[src/shared/rcs_map.svh]
// Purpose: Offsets, slave address, limits and timing counts of the clock core.
// Assumes: 20 MHz system clock; all times are given in milliseconds.
// Notes:   Definitions only.
`ifndef RCS_MAP_SVH
`define RCS_MAP_SVH
`define RCS_CLK_HZ    20000000
`define RCS_CYC_MS    (`RCS_CLK_HZ / 1000)
`define RCS_XTAL_DIV  32768
`define RCS_POR_MS    250
`define RCS_WDRST_MS  250
`define RCS_WD_L_MS   1750
`define RCS_WD_M_MS   750
`define RCS_WD_S_MS   250
`define RCS_LONG_W    27
`define RCS_SLAVE     7'h6f
`define RCS_A_SC      8'h30
`define RCS_A_MN      8'h31
`define RCS_A_HR      8'h32
`define RCS_A_DT      8'h33
`define RCS_A_MO      8'h34
`define RCS_A_YR      8'h35
`define RCS_A_DW      8'h36
`define RCS_A_CEN     8'h37
`define RCS_A_SR      8'h3f
`define RCS_CEN_VAL   8'h20
`define RCS_MS_MAX    7'h3b
`define RCS_HR_MAX    7'h17
`define RCS_HR_HALF   7'h0c
`define RCS_MO_MAX    7'h0c
`define RCS_YR_MAX    7'h63
`define RCS_DW_MAX    3'h6
`endif

[src/shared/rcs_pkg.sv]
// Purpose: Types shared by the clock core.
// Assumes: Nothing beyond the map header.
// Notes:   Alarm enable bits: 0 sec, 1 min, 2 hour, 3 date, 4 month, 5 weekday.
package rcs_pkg;
    typedef enum logic [3:0] {
        B_IDLE = 4'h0, B_ADDR = 4'h1, B_AACK = 4'h2, B_WHI = 4'h3,
        B_WHACK = 4'h4, B_WLO = 4'h5, B_WLACK = 4'h6, B_WDAT = 4'h7,
        B_WDACK = 4'h8, B_RDAT = 4'h9, B_RACK = 4'ha
    } rcs_bus_t;
    typedef struct packed {
        logic [6:0] sec, min, hr, date, mon, yr;
        logic [2:0] dow;
    } rcs_time_t;
    typedef struct packed {
        rcs_time_t  val;
        logic [5:0] en;
        logic       rpt;
    } rcs_alarm_t;
    typedef struct packed {
        logic [2:0] scl_s, sda_s, xt_s, lv_s;
        logic       scl_f, sda_f, xt_f, lv_f;
        rcs_bus_t   bus;
        logic [3:0] bits;
        logic [7:0] sh, ptr;
        logic       rw, hit, sda_oe, mil, run, rst_oe, xt_out;
        rcs_time_t  live, snap;
        logic [14:0] div;
        logic [1:0] al_flag, al_done, al_prev;
        logic [26:0] por, wdt, wdh;
    } rcs_state_t;
endpackage

[src/design/rcs_top.sv]
// Purpose: Clock/calendar with two polled alarms, serial slave and reset supervisor.
// Assumes: SCL, SDA, crystal and low-voltage inputs are asynchronous to clock.
// Notes:   Time is held in binary and converted to BCD on the serial port.
`timescale 1ns/100ps
`include "rcs_map.svh"
module rcs_top #(
    parameter int unsigned XDIV   = `RCS_XTAL_DIV,
    parameter int unsigned POR_C  = `RCS_POR_MS * `RCS_CYC_MS,
    parameter int unsigned WDRS_C = `RCS_WDRST_MS * `RCS_CYC_MS,
    parameter int unsigned WDL_C  = `RCS_WD_L_MS * `RCS_CYC_MS,
    parameter int unsigned WDM_C  = `RCS_WD_M_MS * `RCS_CYC_MS,
    parameter int unsigned WDS_C  = `RCS_WD_S_MS * `RCS_CYC_MS
) (
    input  wire logic                     clock,
    input  wire logic                     rst_b,
    input  wire logic                     scl_i,
    input  wire logic                     sda_i,
    output wire logic                     sda_o,
    output wire logic                     sda_oe,
    input  wire logic                     crystal_amp_input,
    output wire logic                     crystal_amp_output,
    input  wire logic                     lv_detect,
    input  wire logic [1:0]               wdt_sel,
    input  wire rcs_pkg::rcs_alarm_t [1:0] alarm_cfg,
    output wire logic                     rst_out_o,
    output wire logic                     rst_out_oe,
    output wire logic                     clock_running,
    output wire logic [1:0]               alarm_flags
);
    rcs_pkg::rcs_state_t r;
    rcs_pkg::rcs_state_t n;
    logic       scl_rise, scl_fall, sda_rise, sda_fall, start, stop;
    logic       xt_rise, tick, wr_rtc, wd_exp, rd_clr;
    logic [1:0] match, al_set;
    logic [7:0] byte_o, nptr;
    logic [6:0] dim, hw;
    logic [26:0] wd_per;

    function automatic logic [7:0] to_bcd(input logic [6:0] v);
        logic [6:0] t;
        logic [6:0] u;
        t = v / 7'h0a;
        u = v - 7'(t * 7'h0a);
        return {t[3:0], u[3:0]};
    endfunction

    function automatic logic [6:0] to_bin(input logic [7:0] b);
        return 7'({3'h0, b[7:4]} * 7'h0a) + {3'h0, b[3:0]};
    endfunction

    // Years run 2000 to 2099, so divisible by four is exact for leap years.
    function automatic logic [6:0] days_in(input logic [6:0] mo, input logic [6:0] yr);
        case (mo)
            7'h02:                      return (yr[1:0] == 2'h0) ? 7'h1d : 7'h1c;
            7'h04, 7'h06, 7'h09, 7'h0b: return 7'h1e;
            default:                    return 7'h1f;
        endcase
    endfunction

    function automatic logic [7:0] rd_byte(input rcs_pkg::rcs_time_t t, input logic [7:0] a,
                                           input logic mil, input logic [1:0] fl,
                                           input logic run);
        logic [6:0] h;
        logic [7:0] b;
        h = (t.hr >= `RCS_HR_HALF) ? t.hr - `RCS_HR_HALF : t.hr;
        if (h == 7'h00) begin
            h = `RCS_HR_HALF;
        end
        b = mil ? to_bcd(t.hr) : to_bcd(h);
        case (a)
            `RCS_A_SC:  return to_bcd(t.sec);
            `RCS_A_MN:  return to_bcd(t.min);
            `RCS_A_HR:  return mil ? {2'h2, b[5:0]} : {2'h0, t.hr >= `RCS_HR_HALF, b[4:0]};
            `RCS_A_DT:  return to_bcd(t.date);
            `RCS_A_MO:  return to_bcd(t.mon);
            `RCS_A_YR:  return to_bcd(t.yr);
            `RCS_A_DW:  return {5'h00, t.dow};
            `RCS_A_CEN: return `RCS_CEN_VAL;
            `RCS_A_SR:  return {1'h0, fl, 4'h0, ~run};
            default:    return 8'h00;
        endcase
    endfunction

    // Edges count only on the filtered copies, never on the first synchroniser stage.
    assign scl_rise = (r.scl_s[1] == r.scl_s[2]) & r.scl_s[2] & ~r.scl_f;
    assign scl_fall = (r.scl_s[1] == r.scl_s[2]) & ~r.scl_s[2] & r.scl_f;
    assign sda_rise = (r.sda_s[1] == r.sda_s[2]) & r.sda_s[2] & ~r.sda_f;
    assign sda_fall = (r.sda_s[1] == r.sda_s[2]) & ~r.sda_s[2] & r.sda_f;
    assign xt_rise  = (r.xt_s[1] == r.xt_s[2]) & r.xt_s[2] & ~r.xt_f;
    assign start    = sda_fall & r.scl_f & ~scl_fall;
    assign stop     = sda_rise & r.scl_f & ~scl_fall;
    assign tick     = r.run & xt_rise & (r.div == 15'(XDIV - 1));
    assign dim      = days_in(r.live.mon, r.live.yr);
    assign nptr     = {r.ptr[7:3], r.ptr[2:0] + 3'h1};

    genvar gi;
    generate
        for (gi = 0; gi < 2; gi++) begin : g_alarm
            logic [5:0] eq;
            assign eq = {r.live.dow == alarm_cfg[gi].val.dow,
                         r.live.mon == alarm_cfg[gi].val.mon,
                         r.live.date == alarm_cfg[gi].val.date,
                         r.live.hr == alarm_cfg[gi].val.hr,
                         r.live.min == alarm_cfg[gi].val.min,
                         r.live.sec == alarm_cfg[gi].val.sec};
            assign match[gi]  = (|alarm_cfg[gi].en) & (&(eq | ~alarm_cfg[gi].en));
            // Without repeat an alarm fires once until its enables are cleared.
            assign al_set[gi] = match[gi] & ~r.al_prev[gi]
                              & (alarm_cfg[gi].rpt | ~r.al_done[gi]);
        end
    endgenerate

    always_comb begin
        case (wdt_sel)
            2'h0:    wd_per = 27'(WDL_C);
            2'h1:    wd_per = 27'(WDM_C);
            2'h2:    wd_per = 27'(WDS_C);
            default: wd_per = 27'h0000000;
        endcase
    end

    always_comb begin
        n = r;
        wr_rtc = 1'h0;
        rd_clr = 1'h0;
        byte_o = 8'h00;
        hw = 7'h00;
        n.scl_s = {r.scl_s[1:0], scl_i};
        n.sda_s = {r.sda_s[1:0], sda_i};
        n.xt_s  = {r.xt_s[1:0], crystal_amp_input};
        n.lv_s  = {r.lv_s[1:0], lv_detect};
        if (r.scl_s[1] == r.scl_s[2]) n.scl_f = r.scl_s[2];
        if (r.sda_s[1] == r.sda_s[2]) n.sda_f = r.sda_s[2];
        if (r.xt_s[1] == r.xt_s[2]) n.xt_f = r.xt_s[2];
        if (r.lv_s[1] == r.lv_s[2]) n.lv_f = r.lv_s[2];
        n.xt_out = ~r.xt_f;

        // Calendar; the counters never pause for the serial port.
        if (r.run && xt_rise) begin
            n.div = tick ? 15'h0000 : r.div + 15'h0001;
        end
        if (tick) begin
            n.live.sec = r.live.sec + 7'h01;
            if (r.live.sec == `RCS_MS_MAX) begin
                n.live.sec = 7'h00;
                n.live.min = r.live.min + 7'h01;
                if (r.live.min == `RCS_MS_MAX) begin
                    n.live.min = 7'h00;
                    n.live.hr  = r.live.hr + 7'h01;
                    if (r.live.hr == `RCS_HR_MAX) begin
                        n.live.hr   = 7'h00;
                        n.live.dow  = (r.live.dow == `RCS_DW_MAX) ? 3'h0 : r.live.dow + 3'h1;
                        n.live.date = r.live.date + 7'h01;
                        if (r.live.date >= dim) begin
                            n.live.date = 7'h01;
                            n.live.mon  = r.live.mon + 7'h01;
                            if (r.live.mon == `RCS_MO_MAX) begin
                                n.live.mon = 7'h01;
                                n.live.yr  = (r.live.yr == `RCS_YR_MAX) ? 7'h00
                                                                       : r.live.yr + 7'h01;
                            end
                        end
                    end
                end
            end
        end

        // Serial slave; every bit moves on a filtered SCL edge.
        if (start) begin
            n.bus = rcs_pkg::B_ADDR;
            n.bits = 4'h0;
            n.sda_oe = 1'h0;
        end else if (stop) begin
            n.bus = rcs_pkg::B_IDLE;
            n.sda_oe = 1'h0;
        end else begin
            case (r.bus)
                rcs_pkg::B_ADDR, rcs_pkg::B_WHI, rcs_pkg::B_WLO, rcs_pkg::B_WDAT: begin
                    if (scl_rise) begin
                        n.sh = {r.sh[6:0], r.sda_f};
                        n.bits = r.bits + 4'h1;
                    end else if (scl_fall && r.bits == 4'h8) begin
                        n.sda_oe = 1'h1;
                        n.bus = rcs_pkg::rcs_bus_t'(r.bus + 4'h1);
                        if (r.bus == rcs_pkg::B_ADDR) begin
                            n.rw = r.sh[0];
                            if (r.sh[7:1] != `RCS_SLAVE) begin
                                n.sda_oe = 1'h0;
                                n.bus = rcs_pkg::B_IDLE;
                            end
                        end else if (r.bus == rcs_pkg::B_WLO) begin
                            n.ptr = r.sh;
                        end else if (r.bus == rcs_pkg::B_WDAT) begin
                            n.ptr = nptr;
                            wr_rtc = (r.ptr >= `RCS_A_SC) && (r.ptr <= `RCS_A_DW);
                            case (r.ptr)
                                `RCS_A_SC: n.live.sec = to_bin(r.sh);
                                `RCS_A_MN: n.live.min = to_bin(r.sh);
                                `RCS_A_HR: begin
                                    n.mil = r.sh[7];
                                    hw = to_bin({3'h0, r.sh[4:0]});
                                    if (hw == `RCS_HR_HALF) hw = 7'h00;
                                    if (r.sh[5]) hw = hw + `RCS_HR_HALF;
                                    n.live.hr = r.sh[7] ? to_bin({2'h0, r.sh[5:0]}) : hw;
                                end
                                `RCS_A_DT: n.live.date = to_bin(r.sh);
                                `RCS_A_MO: n.live.mon = to_bin(r.sh);
                                `RCS_A_YR: n.live.yr = to_bin(r.sh);
                                `RCS_A_DW: n.live.dow = r.sh[2:0];
                                default: ;
                            endcase
                            if (wr_rtc) begin
                                n.run = 1'h1;
                                n.div = 15'h0000;
                            end
                        end
                    end
                end
                rcs_pkg::B_AACK, rcs_pkg::B_WHACK, rcs_pkg::B_WLACK, rcs_pkg::B_WDACK: begin
                    if (scl_fall) begin
                        n.sda_oe = 1'h0;
                        n.bits = 4'h0;
                        n.bus = (r.bus == rcs_pkg::B_WDACK) ? rcs_pkg::B_WDAT
                              : rcs_pkg::rcs_bus_t'(r.bus + 4'h1);
                        if (r.bus == rcs_pkg::B_AACK && r.rw) begin
                            n.snap = r.live;
                            byte_o = rd_byte(r.live, r.ptr, r.mil, r.al_flag, r.run);
                            rd_clr = (r.ptr == `RCS_A_SR);
                            n.sh = byte_o;
                            n.sda_oe = ~byte_o[7];
                            n.bus = rcs_pkg::B_RDAT;
                        end
                    end
                end
                rcs_pkg::B_RDAT: begin
                    if (scl_rise) begin
                        n.bits = r.bits + 4'h1;
                    end else if (scl_fall) begin
                        if (r.bits == 4'h8) begin
                            n.sda_oe = 1'h0;
                            n.bus = rcs_pkg::B_RACK;
                        end else begin
                            n.sh = {r.sh[6:0], 1'h0};
                            n.sda_oe = ~r.sh[6];
                        end
                    end
                end
                rcs_pkg::B_RACK: begin
                    if (scl_rise) begin
                        n.hit = ~r.sda_f;
                    end else if (scl_fall) begin
                        n.bits = 4'h0;
                        n.bus = rcs_pkg::B_IDLE;
                        // The status section is one byte long; a further read ends the transfer.
                        if (r.hit && r.ptr != `RCS_A_SR) begin
                            n.ptr = nptr;
                            byte_o = rd_byte(r.snap, nptr, r.mil, r.al_flag, r.run);
                            n.sh = byte_o;
                            n.sda_oe = ~byte_o[7];
                            n.bus = rcs_pkg::B_RDAT;
                        end
                    end
                end
                default: n.bus = rcs_pkg::B_IDLE;
            endcase
        end

        // Alarm flags: a new match in the cycle of a status read still lands.
        n.al_prev = match;
        n.al_done = (r.al_done | al_set) & {|alarm_cfg[1].en, |alarm_cfg[0].en};
        n.al_flag = (r.al_flag & ~{2{rd_clr}}) | al_set;

        // Supervisor; the timer is kicked by every start condition.
        wd_exp = 1'h0;
        if (r.rst_oe || wd_per == 27'h0000000 || start) begin
            n.wdt = 27'h0000000;
        end else begin
            n.wdt = r.wdt + 27'h0000001;
            wd_exp = (r.wdt >= wd_per - 27'h0000001);
        end
        if (r.lv_f) begin
            n.por = 27'(POR_C);
        end else if (r.por != 27'h0000000) begin
            n.por = r.por - 27'h0000001;
        end
        if (wd_exp) begin
            n.wdh = 27'(WDRS_C);
        end else if (r.wdh != 27'h0000000) begin
            n.wdh = r.wdh - 27'h0000001;
        end
        n.rst_oe = r.lv_f | (n.por != 27'h0000000) | (n.wdh != 27'h0000000);
    end

    always_ff @(posedge clock or negedge rst_b) begin
        if (!rst_b) begin
            r <= '0;
            r.scl_s <= 3'h7;
            r.sda_s <= 3'h7;
            r.scl_f <= 1'h1;
            r.sda_f <= 1'h1;
            r.live.date <= 7'h01;
            r.live.mon <= 7'h01;
            r.por <= 27'(POR_C);
            r.rst_oe <= 1'h1;
        end else begin
            r <= n;
        end
    end

    assign sda_o = 1'h0;
    assign sda_oe = r.sda_oe;
    assign rst_out_o = 1'h0;
    assign rst_out_oe = r.rst_oe;
    assign crystal_amp_output = r.xt_out;
    assign clock_running = r.run;
    assign alarm_flags = r.al_flag;
endmodule

[config.mk]
export PLATFORM = sky130hd
export DESIGN_NAME = rcs_top
export DESIGN_NICKNAME = d
export VERILOG_FILES = /design/src/shared/rcs_pkg.sv /design/src/design/rcs_top.sv
export VERILOG_INCLUDE_DIRS = /design/src /design/src/shared
export SDC_FILE = /design/constraint.sdc
export NUM_CORES = 1
export LEC_CHECK = 0
export ABC_AREA = 1
export BUFFER_PORTS_ARGS = -buffer_cell sky130_fd_sc_hd__buf_2
export CAP_MARGIN = 20
export CORE_MARGIN = 5
export CORE_UTILIZATION = 30
export DETAILED_ROUTE_END_ITERATION = 8
export SLEW_MARGIN = 20
export SYNTH_ARGS = -nofsm -noshare
export SYNTH_HDL_FRONTEND = slang
export SYNTH_SLANG_ARGS = --single-unit
[constraint.sdc]
create_clock -name clock -period 6.11 [get_ports clock]
set_input_delay 0.611 -clock clock [delete_from_list [all_inputs] [get_ports clock]]
set_output_delay 0.611 -clock clock [all_outputs]
set_load 0.02 [all_outputs]
# Word level (Yosys, flattened, before mapping)
# Index checks and enable logic that the tools add are counted.
# totals
regBits	239
inputBits	112
out_inout_bits	8
word_cells	444
# op_classes
addsub	35
mul	17
n_div	14
n_lt_le_gt_ge	6
eq_ne	90
muxes	148
bitwise_logic	55
reduce_logical	38
# ops
cell	n
$mux W45	11
$mux W7	33
$mux W105	2
$mux W8	20
$eq A8 B6 Y1 const B	18
$pmux W8 S9	2
$mux W15	9
$mux W27	5
$reduce_bool A27 Y1	4
$div A7 B4 Y7 const B	14
$mul A7 B3 Y3 const B	14
$sub A27 B1 Y27 const B	3
$pmux W26 S3	1
$eq A7 B7 Y1	10
$sub A4 B4 Y4	14
$mux W24	2
$mux W4	12
$pmux W12 S4	1
$add A7 B1 Y7 const B	6
$mux W38	1
$ne A4 B4 Y1 const B	9
$mux W16	2
$mux W31	1
$add A27 B1 Y27 const B	1
other kinds (77)	208

# Logic depth before layout (Yosys ltp)
# Gate-level depths: netlist of run 1.
# logic_depth
ltp_word	29
depth_mapped	44
mapped_depth_nobuf	44

# Least setup slack after synthesis of run 1
# No wires, ideal clock.
# synth_timing
path_type	reg2reg
start	reg r[173] (netlist name)
end	reg r[209] (netlist name)
setup_ns	0.133
arrival_ns	4.830
t_required_ns	5.977
slack_ns	1.148
path_stages_with_launch	34
n_path_buf	1
synth_period_minus_slack_ns	4.962
cell_sequence	dfrtp_1 buf_4 clkinv_1 ha_1 nand2_1 o21ai_1 nor2_1 nand3_2 nand2_2 ha_1 inv_1 nand3_2 nand2_1 nand2_1 nand2_1 and2_1 ha_1 nand2_1 nand2_1 nand2_1 nand2_4 inv_1 ha_1 nand3_1 nand3_1 nand3_2 ha_1 inv_1 fa_1 a211o_1 o41ai_1 o221ai_1 a211oi_1 a21oi_1
# synth_between
elab_chain_cells	23
word_cells_on_any_way	27
cone_classes	add/sub: 3; mul: 2; div: 2; order compare: 1; mux: 18; reduce/logical: 1
# synth_lines
element	line_no	rtl
start: declaration	rcs_top.sv:30	rcs_pkg::rcs_state_t r;
start signal: assignment	rcs_top.sv:306	r <= n;
$sub A7 B4 Y7 (no line) or $ge A7 B4 Y1 (tied branches)	-	
$mux W7	rcs_top.sv:65	h = (t.hr >= `RCS_HR_HALF) ? t.hr - `RCS_HR_HALF : t.hr;
$logic_not A7 Y1	rcs_top.sv:66	if (h == 7'h00) begin
$mux W7	rcs_top.sv:66	
$mux W7	rcs_top.sv:225	if (r.bus == rcs_pkg::B_AACK && r.rw) begin
$mux W7	rcs_top.sv:220	if (scl_fall) begin
$mux W7	rcs_top.sv:177	case (r.bus)
$mux W7	rcs_top.sv:173	end else if (stop) begin
[... 7 more ...]	-	
$mux W8 *	rcs_top.sv:225	
$mux W8 *	rcs_top.sv:220	
$mux W8 *	rcs_top.sv:177	
$mux W8 *	rcs_top.sv:173	
$mux W8 *	rcs_top.sv:169	if (start) begin
$mux W8 *	rcs_top.sv:225	
$mux W16 *	rcs_top.sv:220	
$pmux W12 S4 *	rcs_top.sv:177	
# Mark *: on every way between the ends. The rest lies on a longest branch, timed or not. The select of a mux whose other input is x is not followed.
# A chain may end at the register's enable or synchronous reset.

# Worst setup path in the final report of run 1
# layout_timing
start	reg r[174] (netlist name)
end	reg r[209] (netlist name)
# Same word-level chain as after synthesis.

==> results by group, run 1 <==
Yosys
  • Gate Count Post-Synth: between 2000 and 3000
  • Syn. warnings: 0
  • Syn_area_per_cell: slightly above 7 sq um
  • Synthesized area: between 0.02 and 0.025 sq mm
  • Library cells used by synthesis: 85
  • Dominant synthesized flop cell: dfrtp_1
  • Post-synth top area cell: dfrtp_1
  • Sequential area share after synthesis: 0.296
  • Post-synth EDFFs: 0
  • Synth area leaders: dfrtp_1 27%, nand2_1 9.7%, ha_1 8.0%
  • Yosys top cell area share: 0.272
  • Synthesis-stage register bit count: between 200 and 250
  • FFs w/ async S/R, synth: 1.00

GRT
  • GRT Total Usage: 0.166
  • Initial antenna violation count: 0
  • Global-route wire length before repair: 99300 microns
  • Largest net degree at the start of global routing: ~160
  • Number of global-route vias before repair: ~18000
  • Remaining global-route overflow: 0

Routing
  • Overall routed net length: about 63000 microns
  • Post-route DRC: 0
  • Detail Route Antenna Nets: 0
  • Drt first pass iters: 6
  • Vias per std cell: approximately 5
  • 1st-iter DRT viols: approximately 1400
  • Total number of vias: roughly 19000
  • DR WL/cell: between 15 and 20 microns

Place
  • GPL Wtd Cong: roughly 0.98
  • Worst slack at placement: between 500 and 600 ps
  • Number of buffers added on ports: around 100
  • HPWL after DPL: ~49000 microns

Floorplan
  • Die H: around 270 microns
  • Die area: 0.0729 sq mm
  • I/O pins: 120
  • Core area: about 0.067 sq mm
  • Initial Util: 0.302
  • Core Rows: 95
  • Chip width: roughly 270 microns

STA
  • Pin slew with the least headroom to its limit: about 1200 ps
  • Fin Hold WS: -0.860 ps
  • Rel. slew slack: 0.214
  • PnR worst setup slack: about 520 ps
  • Count of final max-slew check failures: 0
  • Peak Freq: 0.179 GHz
  • Minimum clock period: approximately 5600 ps
  • Final count of negative-setup-slack endpoints: 0
  • Period utilisation layout: 0.915
  • Worst Skew: between 15 and 20 ps
  • RSZ-0062 raised after global routing: no
  • Final hold violation count: 1
  • Setup TNS: 0 ps

Layout
  • Most frequent cells in the layout: 525 x nand2_1, 407 x inv_1, 324 x nor2_1
  • Total Nets Final: around 3200
  • Layout cells sized above 1: 0.120
  • Most common cell after layout, fill and taps aside: nand2_1
  • Number of antenna diodes: 0
  • Syn-to-layout area delta: 12.3%

Critical path
  • Arr. time, crit path: between 6000 and 7000 ps
  • Most used cell, CP: nand2_1
  • Worst Setup End Kind: register
  • CP required: 6550 ps
  • Crit path buffers/inverters: 4
  • Gate family responsible for the most delay along the worst path: adder cells
  • Max stage delay cell, worst path: dfrtp_1
  • CP startpoint: r[174]$_DFF_PN0_
  • Worst r2r src: r[174]$_DFF_PN0_
  • Max FO, Critical Path: 7
  • WP depth: 33
  • CP peak stage delay: between 500 and 600 ps
  • Critical path class: reg2reg
  • Worst R2R Path Depth: 33
  • CP startpoint kind: register

Clocking
  • Worst skew pair latency: slightly below 600 ps
  • Clock transition at the registers of the reported paths: approximately 60 ps
  • H-tree depth: 1
  • CTS Sinks: about 240
  • CTS buffer count: 30
  • CTS tree: built
  • Clk root buf: clkbuf_16
  • CTS max path bufs: 3
  • CTS Hold Bufs: 0

Power and ir drop
  • Leak: about 11 nW
  • Power density cells: around 230 mW/mm^2
  • VDD IR max: approximately 0.2 mV

Hold path
  • Hold Crit Class: in2async

Outcome
  • Outcome: finished with violations
  • Failing checks: negative hold slack

Run
  • Max cap viols: 0
-- worst paths after layout --
| path | endpoint | slack (ps) |
|---|---|---|
| worst min register to register | n[229]$_DFF_PN0_ | 350 |
| worst min-delay path | n[231]$_DFF_PN0_ | -0.9 |
| min in group clock | n[234]$_DFF_PN1_ | 140 |
| worst max register to register | r[209]$_DFFE_PN0P_ | 520 |
| max in group asynchronous | r[82]$_DFF_PN0_ | 4700 |
| worst max-delay path | r[209]$_DFFE_PN0P_ | 520 |
-- timing repair --
item / in CTS / in global routing
endpoints found under the setup margin: 0 / 1
resized for setup: 0 / 2
setup buffers: 0 / 0
-- metrics by stage --
stage,power [mW],instance area [sq um],utilization,hold WS [ps],std cells
after floorplan,2.66,20300,-,315,2816
after global placement,3.39,21800,0.324,331,3756
after detailed placement,3.39,21800,0.324,337,3756
after CTS,5.23,22700,0.339,19.9,3812
after global routing,5.47,22800,0.339,45.6,3812
final,5.21,22800,0.339,-0.860,3812
-- kinds of logic after synthesis --
logic type | after synthesis | synth area share
AOI/OAI and AO/OA | 471 | 0.143
xor gates and xnor gates | 169 | 0.0747
adders and majority gates | 147 | 0.0965
buffers and inverters | 490 | 0.0946
DFF | 239 | 0.296
muxes | 2 | 0.000988
other | 1 | 0.000185
and+or+nand+nor | 1296 | 0.294
-- layout make-up --
type / instances / area, sq um
clock buffers: 49 / 913
clock inverters: 7 / 85.1
well taps: 873 / 1090
repair buffers: 113 / 613
inverters: 444 / 1680
fillers: 7211 / 44300
multi-input cells: 2087 / 12400
flip-flops and latches: 239 / 6010
-- power breakdown --
group          internal, mW  switching (mW)  total (mW)  leakage, nW
combinational         0.447            1.16        1.60         7.15
clock                  1.10           0.724        1.82        0.493
sequential             1.67           0.114        1.79         3.08
total                  3.21            2.00        5.21         10.7
-- synthesized netlist by cell type (all sizes together) (7+ instances only) --
master and count:
dfrtp 220, nand2 573, dfstp 19, a31oi 14, o41ai 11, nor4 14, a221oi 7, fa 16
nand4 65, a21oi 114, or2 9, o22ai 23, nand3b 20, a211oi 10, nor3 63, xor2 108
nor2 355, o21ai 202, nor3b 11, clkbuf 26, o2111ai 8, xnor2 61, o211ai 28, ha 130
buf 20, nand3 177, inv 439
-- flip-flops by register name, summed over array words and instances, names as in the netlist --
register and count:
nptr 5, r 220, crystal_amp_output 1, rst_out_oe 1, clock_running 1, sda_oe 1
n 8, alarm_flags 2
-- per-layer routing --
metal  vias up  part of all wire  track usage
li1       9454                 -            -
met1      8787              0.45        0.226
met2       527              0.45        0.275
met3        96             0.058       0.0230
met4         0             0.035       0.0495
met5         -                 0            0
(Power assumes the default switching activity.)
==> run 2: changes to the inputs <==
--- a/config.mk
+++ b/config.mk
@@ -12,6 +12,7 @@
 export CORE_MARGIN = 5
 export CORE_UTILIZATION = 30
 export DETAILED_ROUTE_END_ITERATION = 8
+export HOLD_SLACK_MARGIN = 0.05
 export SLEW_MARGIN = 20
 export SYNTH_ARGS = -nofsm -noshare
 export SYNTH_HDL_FRONTEND = slang
==> run 2 against run 1 <==
Against the previous run: the run now ends clean; sequential share of layout area about the same; power about the same; non-clock buffer count grew 1; critical path type unchanged; sequential cell count did not move; largest cell class unchanged; critical path depth is the same; first-iteration DRC count up 10%; maximum frequency increased by 0.38%.
==> results by group, run 2 (synthesized netlist as in run 1, its figures left out) <==
Power and ir drop
  • Switching Power: 2.00 mW (about the same)
  • Net Sw Frac: 0.383 (about the same)
  • Clock power share: 0.349 (about the same)
  • Internal power: 3.21 mW (about the same)
  • Sequential Power Share: 0.343 (about the same)
  • VDD IR max: 0.197 mV (+0.69%)
  • Power density cells: 229 mW/mm^2 (about the same)
  • Combinational share of power: 0.308 (about the same)
  • Leak: 10.7 nW (about the same)

Place
  • GPL Wtd Cong: 0.976 (unchanged)
  • HPWL after DPL: 49500 microns (unchanged)
  • Number of buffers added on ports: 103 (unchanged)
  • Worst slack at placement: 597 ps (unchanged)

STA
  • Count of final max-slew check failures: 0 (unchanged)
  • Fin Hold WS: 139 ps (+140 ps)
  • Setup TNS: 0 ps (unchanged)
  • Final hold violation count: 0 (-1)
  • Rel. slew slack: 0.209 (-0.00502)
  • Final count of negative-setup-slack endpoints: 0 (unchanged)
  • Worst Skew: 19.3 ps (+0.0386 ps)
  • RSZ-0062 raised after global routing: no
  • Pin slew with the least headroom to its limit: 1180 ps (+7.51 ps)
  • Minimum clock period: 5570 ps (-21.4 ps)
  • PnR worst setup slack: 539 ps (+21.4 ps)
  • Peak Freq: 0.179 GHz (+0.38%)
  • Period utilisation layout: 0.912 (-0.00350)

Layout
  • Total Nets Final: 3174 (+0.032%)
  • Filler Cell Count: 7210 (-0.014%)
  • Most frequent cells in the layout: 525 x nand2_1, 407 x inv_1, 324 x nor2_1
  • Number of antenna diodes: 0 (unchanged)
  • Reg area: 0.00601 sq mm (unchanged)
  • Biggest register: r
  • Largest register FFs: 220 (unchanged)
  • Syn-to-layout area delta: 12.3% (about the same)
  • Layout cells sized above 1: 0.120 (about the same)
  • Multi-input logic area: 0.0124 sq mm (unchanged)
  • Most common cell after layout, fill and taps aside: nand2_1
  • Final core utilization: 0.340 (about the same)

Hold path
  • Hold Crit Depth: 1
  • Hold Crit Class: in2reg
  • Hold EP: n[234]$_DFF_PN1_
  • Hold_sp: sda_i

Clocking
  • Worst skew pair latency: 580 ps (about the same)
  • Setup repair bufs after CTS: 0 (unchanged)
  • H-tree depth: 1 (unchanged)
  • CTS tree: built
  • Clk root buf: clkbuf_16
  • CTS max path bufs: 3 (unchanged)
  • CTS Sinks: 239 (unchanged)
  • CTS buffer count: 30 (unchanged)
  • Clock transition at the registers of the reported paths: 60 ps (about the same)

Routing
  • Vias per std cell: 4.96 (+0.22%)
  • 1st-iter DRT viols: 1496 (+10%)
  • Post-route DRC: 0 (unchanged)
  • Detail Route Antenna Nets: 0 (unchanged)
  • Overall routed net length: 62500 microns (about the same)
  • Total number of vias: 18900 (+0.24%)
  • Drt first pass iters: 6 (unchanged)
  • DR WL/cell: 16.4 microns (about the same)

Critical path
  • CP peak stage delay: 530 ps (about the same)
  • Most used cell, CP: nand2_1
  • Max stage delay cell, worst path: dfrtp_1
  • Arr. time, crit path: 6010 ps (-20 ps)
  • CP required: 6550 ps (about the same)
  • Max FO, Critical Path: 7 (unchanged)
  • Critical path class: reg2reg
  • Worst Setup End Kind: register
  • Setup slack, reg-to-reg: 540 ps (+20 ps)
  • R2r endpoint: r[209]$_DFFE_PN0P_
  • CP startpoint kind: register
  • Worst r2r src: r[174]$_DFF_PN0_
  • Worst R2R Path Depth: 33 (unchanged)

GRT
  • Global routing's busiest layer: met2
  • Remaining global-route overflow: 0 (unchanged)
  • Initial antenna violation count: 0 (unchanged)
  • Met2 usage: 0.275 (unchanged)
  • GR Util met3: 0.0229 (-0.0000888)
  • Global-route wire length before repair: 99300 microns (about the same)
  • Number of global-route vias before repair: 18100 (+0.039%)
  • GRT Total Usage: 0.166 (about the same)
  • Largest net degree at the start of global routing: 164 (unchanged)
  • Met1 Usage GRT: 0.226 (unchanged)

Floorplan
  • Die area: 0.0729 sq mm (unchanged)
  • Core Rows: 95 (unchanged)
  • Die H: 270 microns (unchanged)
  • Initial Util: 0.302 (unchanged)
  • Chip width: 270 microns (unchanged)
  • Core area: 0.0670 sq mm (unchanged)
  • I/O pins: 120 (unchanged)

Outcome
  • Outcome: complete, no violations

Run
  • Max cap viols: 0 (unchanged)
run 2: worst max path at each step:
stage,endpoint,depth (start not counted),startpoint
final,r[209]$_DFFE_PN0P_,33,r[174]$_DFF_PN0_
after global routing,r[209]$_DFFE_PN0P_,33,r[174]$_DFF_PN0_
after detailed placement,r[209]$_DFFE_PN0P_,34,r[174]$_DFF_PN0_
after CTS,r[209]$_DFFE_PN0P_,33,r[174]$_DFF_PN0_
after global placement,r[209]$_DFFE_PN0P_,33,r[174]$_DFF_PN0_
after floorplan,r[209]$_DFFE_PN0P_,33,r[173]$_DFF_PN0_
run 2: metal layers:
| metal | routed length (microns) | part of all wire |
|---|---|---|
| met5 | 0 | 0 |
| met3 | 3570 | 0.057 |
| met1 | 28400 | 0.45 |
| met4 | 2200 | 0.035 |
| met2 | 28300 | 0.45 |
run 2: what timing repair did:
item / CTS / global route
endpoints found under the setup margin: 0 / 1
resized for setup: 0 / 2
hold buffers: 1 / 0
hold endpoints to repair: 63 / 0
run 2: final cells by class:
type,count,share of cell area
clock buffer,49,0.0401
clock inverter,7,0.00374
inverter,444,0.0739
multi-input combinational,2087,0.543
sequential,239,0.264
tap,873,0.0480
timing repair buffer,114,0.0274
run 2: worst max-delay path: cells and delay by family (launching register included):
family	cells	cell delay [ps]
adder cells (fa/ha/maj)	7	1740
buffers and inverters	4	310
AO/OA/AOI/OAI	5	1030
AND/OR/NAND/NOR	16	1560
XOR/XNOR	1	250
flip-flops	1	530
run 2: per-stage QoR:
stage	cells	power [mW]	area, sq um
3_3_place_gp	3756	3.39	21800
6_report	3813	5.21	22800
3_5_place_dp	3756	3.39	21800
2_1_floorplan	2816	2.66	20300
5_1_grt	3813	5.47	22800
4_1_cts	3813	5.23	22800
run 2: power groups by stage:
| stage | logic, mW | registers, mW | clock network [mW] |
|---|---|---|---|
| after global placement | 1.58 | 1.81 | 0 |
| after detailed placement | 1.58 | 1.81 | 0 |
| after CTS | 1.59 | 1.78 | 1.86 |
| after floorplan | 0.892 | 1.77 | 0 |
| after global routing | 1.75 | 1.79 | 1.93 |
| final | 1.60 | 1.79 | 1.82 |
==> run 3: changes to the inputs <==
--- a/config.mk
+++ b/config.mk
@@ -13,6 +13,7 @@
 export CORE_UTILIZATION = 30
 export DETAILED_ROUTE_END_ITERATION = 8
 export HOLD_SLACK_MARGIN = 0.05
+export RECOVER_POWER = 50
 export SLEW_MARGIN = 20
 export SYNTH_ARGS = -nofsm -noshare
 export SYNTH_HDL_FRONTEND = slang
==> run 3 against run 2 <==
Against the previous run: the run now ends with max-capacitance violations, max-slew violations left; first-iteration DRC count is 3.7% lower; non-clock buffer count unchanged; setup slack worse by 5.1 ps; sequential share of layout area about the same; critical path depth is the same; clock power hardly changed; maximum frequency about the same; design area is 0.13% lower; power about the same; die area did not move; sequential cell count did not move; critical path type unchanged; sequential power hardly changed.
==> results by group, run 3 (synthesized netlist as in run 1, its figures left out) <==
Critical path
  • Arr. time, crit path: 6020 ps (about the same)
  • Gate family responsible for the most delay along the worst path: adder cells
  • Worst r2r src: r[174]$_DFF_PN0_
  • Worst R2R Path Depth: 33 (unchanged)
  • Max stage delay cell, worst path: dfrtp_1
  • WP depth: 33 (unchanged)
  • CP startpoint: r[174]$_DFF_PN0_
  • Setup slack, reg-to-reg: 530 ps (about the same)
  • Crit path buffers/inverters: 4 (unchanged)
  • Max FO, Critical Path: 7 (unchanged)
  • CP startpoint kind: register
  • Most used cell, CP: nand2_1
  • CP peak stage delay: 530 ps (about the same)
  • Worst Setup End Kind: register
  • Critical path class: reg2reg
  • Worst Setup EP: r[209]$_DFFE_PN0P_
  • R2r endpoint: r[209]$_DFFE_PN0P_
  • CP required: 6550 ps (about the same)

Place
  • Number of buffers added on ports: 103 (unchanged)
  • DP Cell Count: 3756 (unchanged)
  • GPL Wtd Cong: 0.976 (unchanged)
  • HPWL after DPL: 49500 microns (unchanged)

STA
  • Period utilisation layout: 0.913 (about the same)
  • Pin slew with the least headroom to its limit: 4200 ps (+3020 ps)
  • Final hold violation count: 0 (unchanged)
  • Final count of negative-setup-slack endpoints: 0 (unchanged)
  • Setup TNS: 0 ps (unchanged)
  • Fin Hold WS: 145 ps (+6.07 ps)
  • Peak Freq: 0.179 GHz (about the same)
  • Count of final max-slew check failures: 170 (+170)
  • Minimum clock period: 5580 ps (+5.08 ps)
  • RSZ-0062 raised after global routing: no
  • Worst Skew: 19.8 ps (+0.440 ps)
  • Rel. slew slack: -1.80 (-2.01)

GRT
  • Number of global-route vias before repair: 18100 (unchanged)
  • Initial antenna violation count: 0 (unchanged)
  • Largest net degree at the start of global routing: 164 (unchanged)
  • Global-route wire length before repair: 99300 microns (unchanged)
  • Remaining global-route overflow: 0 (unchanged)
  • GRT Total Usage: 0.166 (unchanged)

Layout
  • Most frequent cells in the layout: 525 x nand2_1, 408 x inv_1, 324 x nor2_1
  • Most common cell after layout, fill and taps aside: nand2_1
  • Largest register FFs: 220 (unchanged)
  • Fin cells: 3814 (+0.026%)
  • Syn-to-layout area delta: 12.2%
  • Biggest register: r
  • Filler Cell Count: 7218 (+0.11%)
  • Total Nets Final: 3174 (unchanged)
  • Layout cells sized above 1: 0.115 (-0.00578)

Floorplan
  • Core Rows: 95 (unchanged)
  • Core area: 0.0670 sq mm (unchanged)
  • Die area: 0.0729 sq mm (unchanged)
  • Chip width: 270 microns (unchanged)
  • Die H: 270 microns (unchanged)
  • I/O pins: 120 (unchanged)
  • Initial Util: 0.302 (unchanged)

Outcome
  • Failing checks: max-capacitance violations, max-slew violations
  • Outcome: finished with violations

Clocking
  • Clock transition at the registers of the reported paths: 60 ps (about the same)
  • Worst skew pair latency: 580 ps (about the same)
  • CTS max path bufs: 3 (unchanged)
  • H-tree depth: 1 (unchanged)
  • CTS Sinks: 239 (unchanged)
  • CTS tree: built
  • CTS buffer count: 30 (unchanged)
  • Clk root buf: clkbuf_16

Run
  • Max cap viols: 2 (+2)

Routing
  • Post-route DRC: 0 (unchanged)
  • Total number of vias: 18900 (+0.14%)
  • Drt first pass iters: 6 (unchanged)
  • Detail Route Antenna Nets: 0 (unchanged)
  • Overall routed net length: 62600 microns (+0.12%)
  • 1st-iter DRT viols: 1441 (-3.7%)
  • Vias per std cell: 4.97 (+0.12%)
  • DR WL/cell: 16.4 microns (about the same)

Power and ir drop
  • Power density cells: 229 mW/mm^2 (about the same)
  • Leak: 10.7 nW (-0.31%)
  • Total Power: 5.21 mW (about the same)
  • VDD IR max: 0.197 mV (+0.14%)

Hold path
  • Hold Crit Class: in2reg
run 3: changes by cell type in the layout (fill, tap and decap cells not counted):
cell      before  now
buf_2        102   96
buf_4          9    7
buf_8          1    0
clkbuf_1      11   20
dfstp_1        0    6
dfstp_2       19   13
diode_2        0    1
inv_1        407  408
inv_2         27   26
nor3_1        58   59
nor3_2         4    3
run 3: worst min-delay path by stage:
stage          depth (start not counted)  slack, ps         startpoint                  endpoint
6_report                               1        150              sda_i          n[234]$_DFF_PN1_
4_1_cts                                1        110              sda_i          n[234]$_DFF_PN1_
3_3_place_gp                           0        330   n[231]$_DFF_PN0_          n[232]$_DFF_PN0_
5_1_grt                                1        120  crystal_amp_input          n[231]$_DFF_PN0_
2_1_floorplan                          0        320              rst_b  alarm_flags[0]$_DFF_PN0_
3_5_place_dp                           0        340   n[228]$_DFF_PN0_          n[229]$_DFF_PN0_
run 3: repair_timing:
item,4_1_cts,5_1_grt
hold buffers,1,0
setup endpoints to repair,0,1
setup buffers,0,0
resized for setup,0,2
hold endpoints to repair,63,0
run 3: power breakdown:
group	internal, mW	switching, mW
Combinational	0.446	1.16
Sequential	1.67	0.114
Clock	1.10	0.723
Total	3.21	1.99
run 3: cell type report:
cell class | count | area [sq um] | area share
multi-input combinational | 2087 | 12400 | 0.543
sequential | 239 | 6010 | 0.264
inverter | 444 | 1680 | 0.0740
tap | 873 | 1090 | 0.0480
clock buffer | 49 | 913 | 0.0402
timing repair buffer | 114 | 597 | 0.0263
clock inverter | 7 | 85.1 | 0.00374
antenna | 1 | 2.50 | 0.000110
run 3: per-layer routing:
metal	global-route usage	routed length (microns)	part of all wire
met2	0.275	28500	0.46
met3	0.0229	3490	0.056
met5	0	0	0
met4	0.0495	2140	0.034
met1	0.226	28500	0.45
run 3: through the flow:
stage               instance area, sq um  worst slack [ps]   util
finish                             22700               534  0.339
global route                       22700              34.5  0.339
CTS                                22800               529  0.339
detailed placement                 21800               597  0.324
global placement                   21800               705  0.324
floorplan                          20300              1150      -
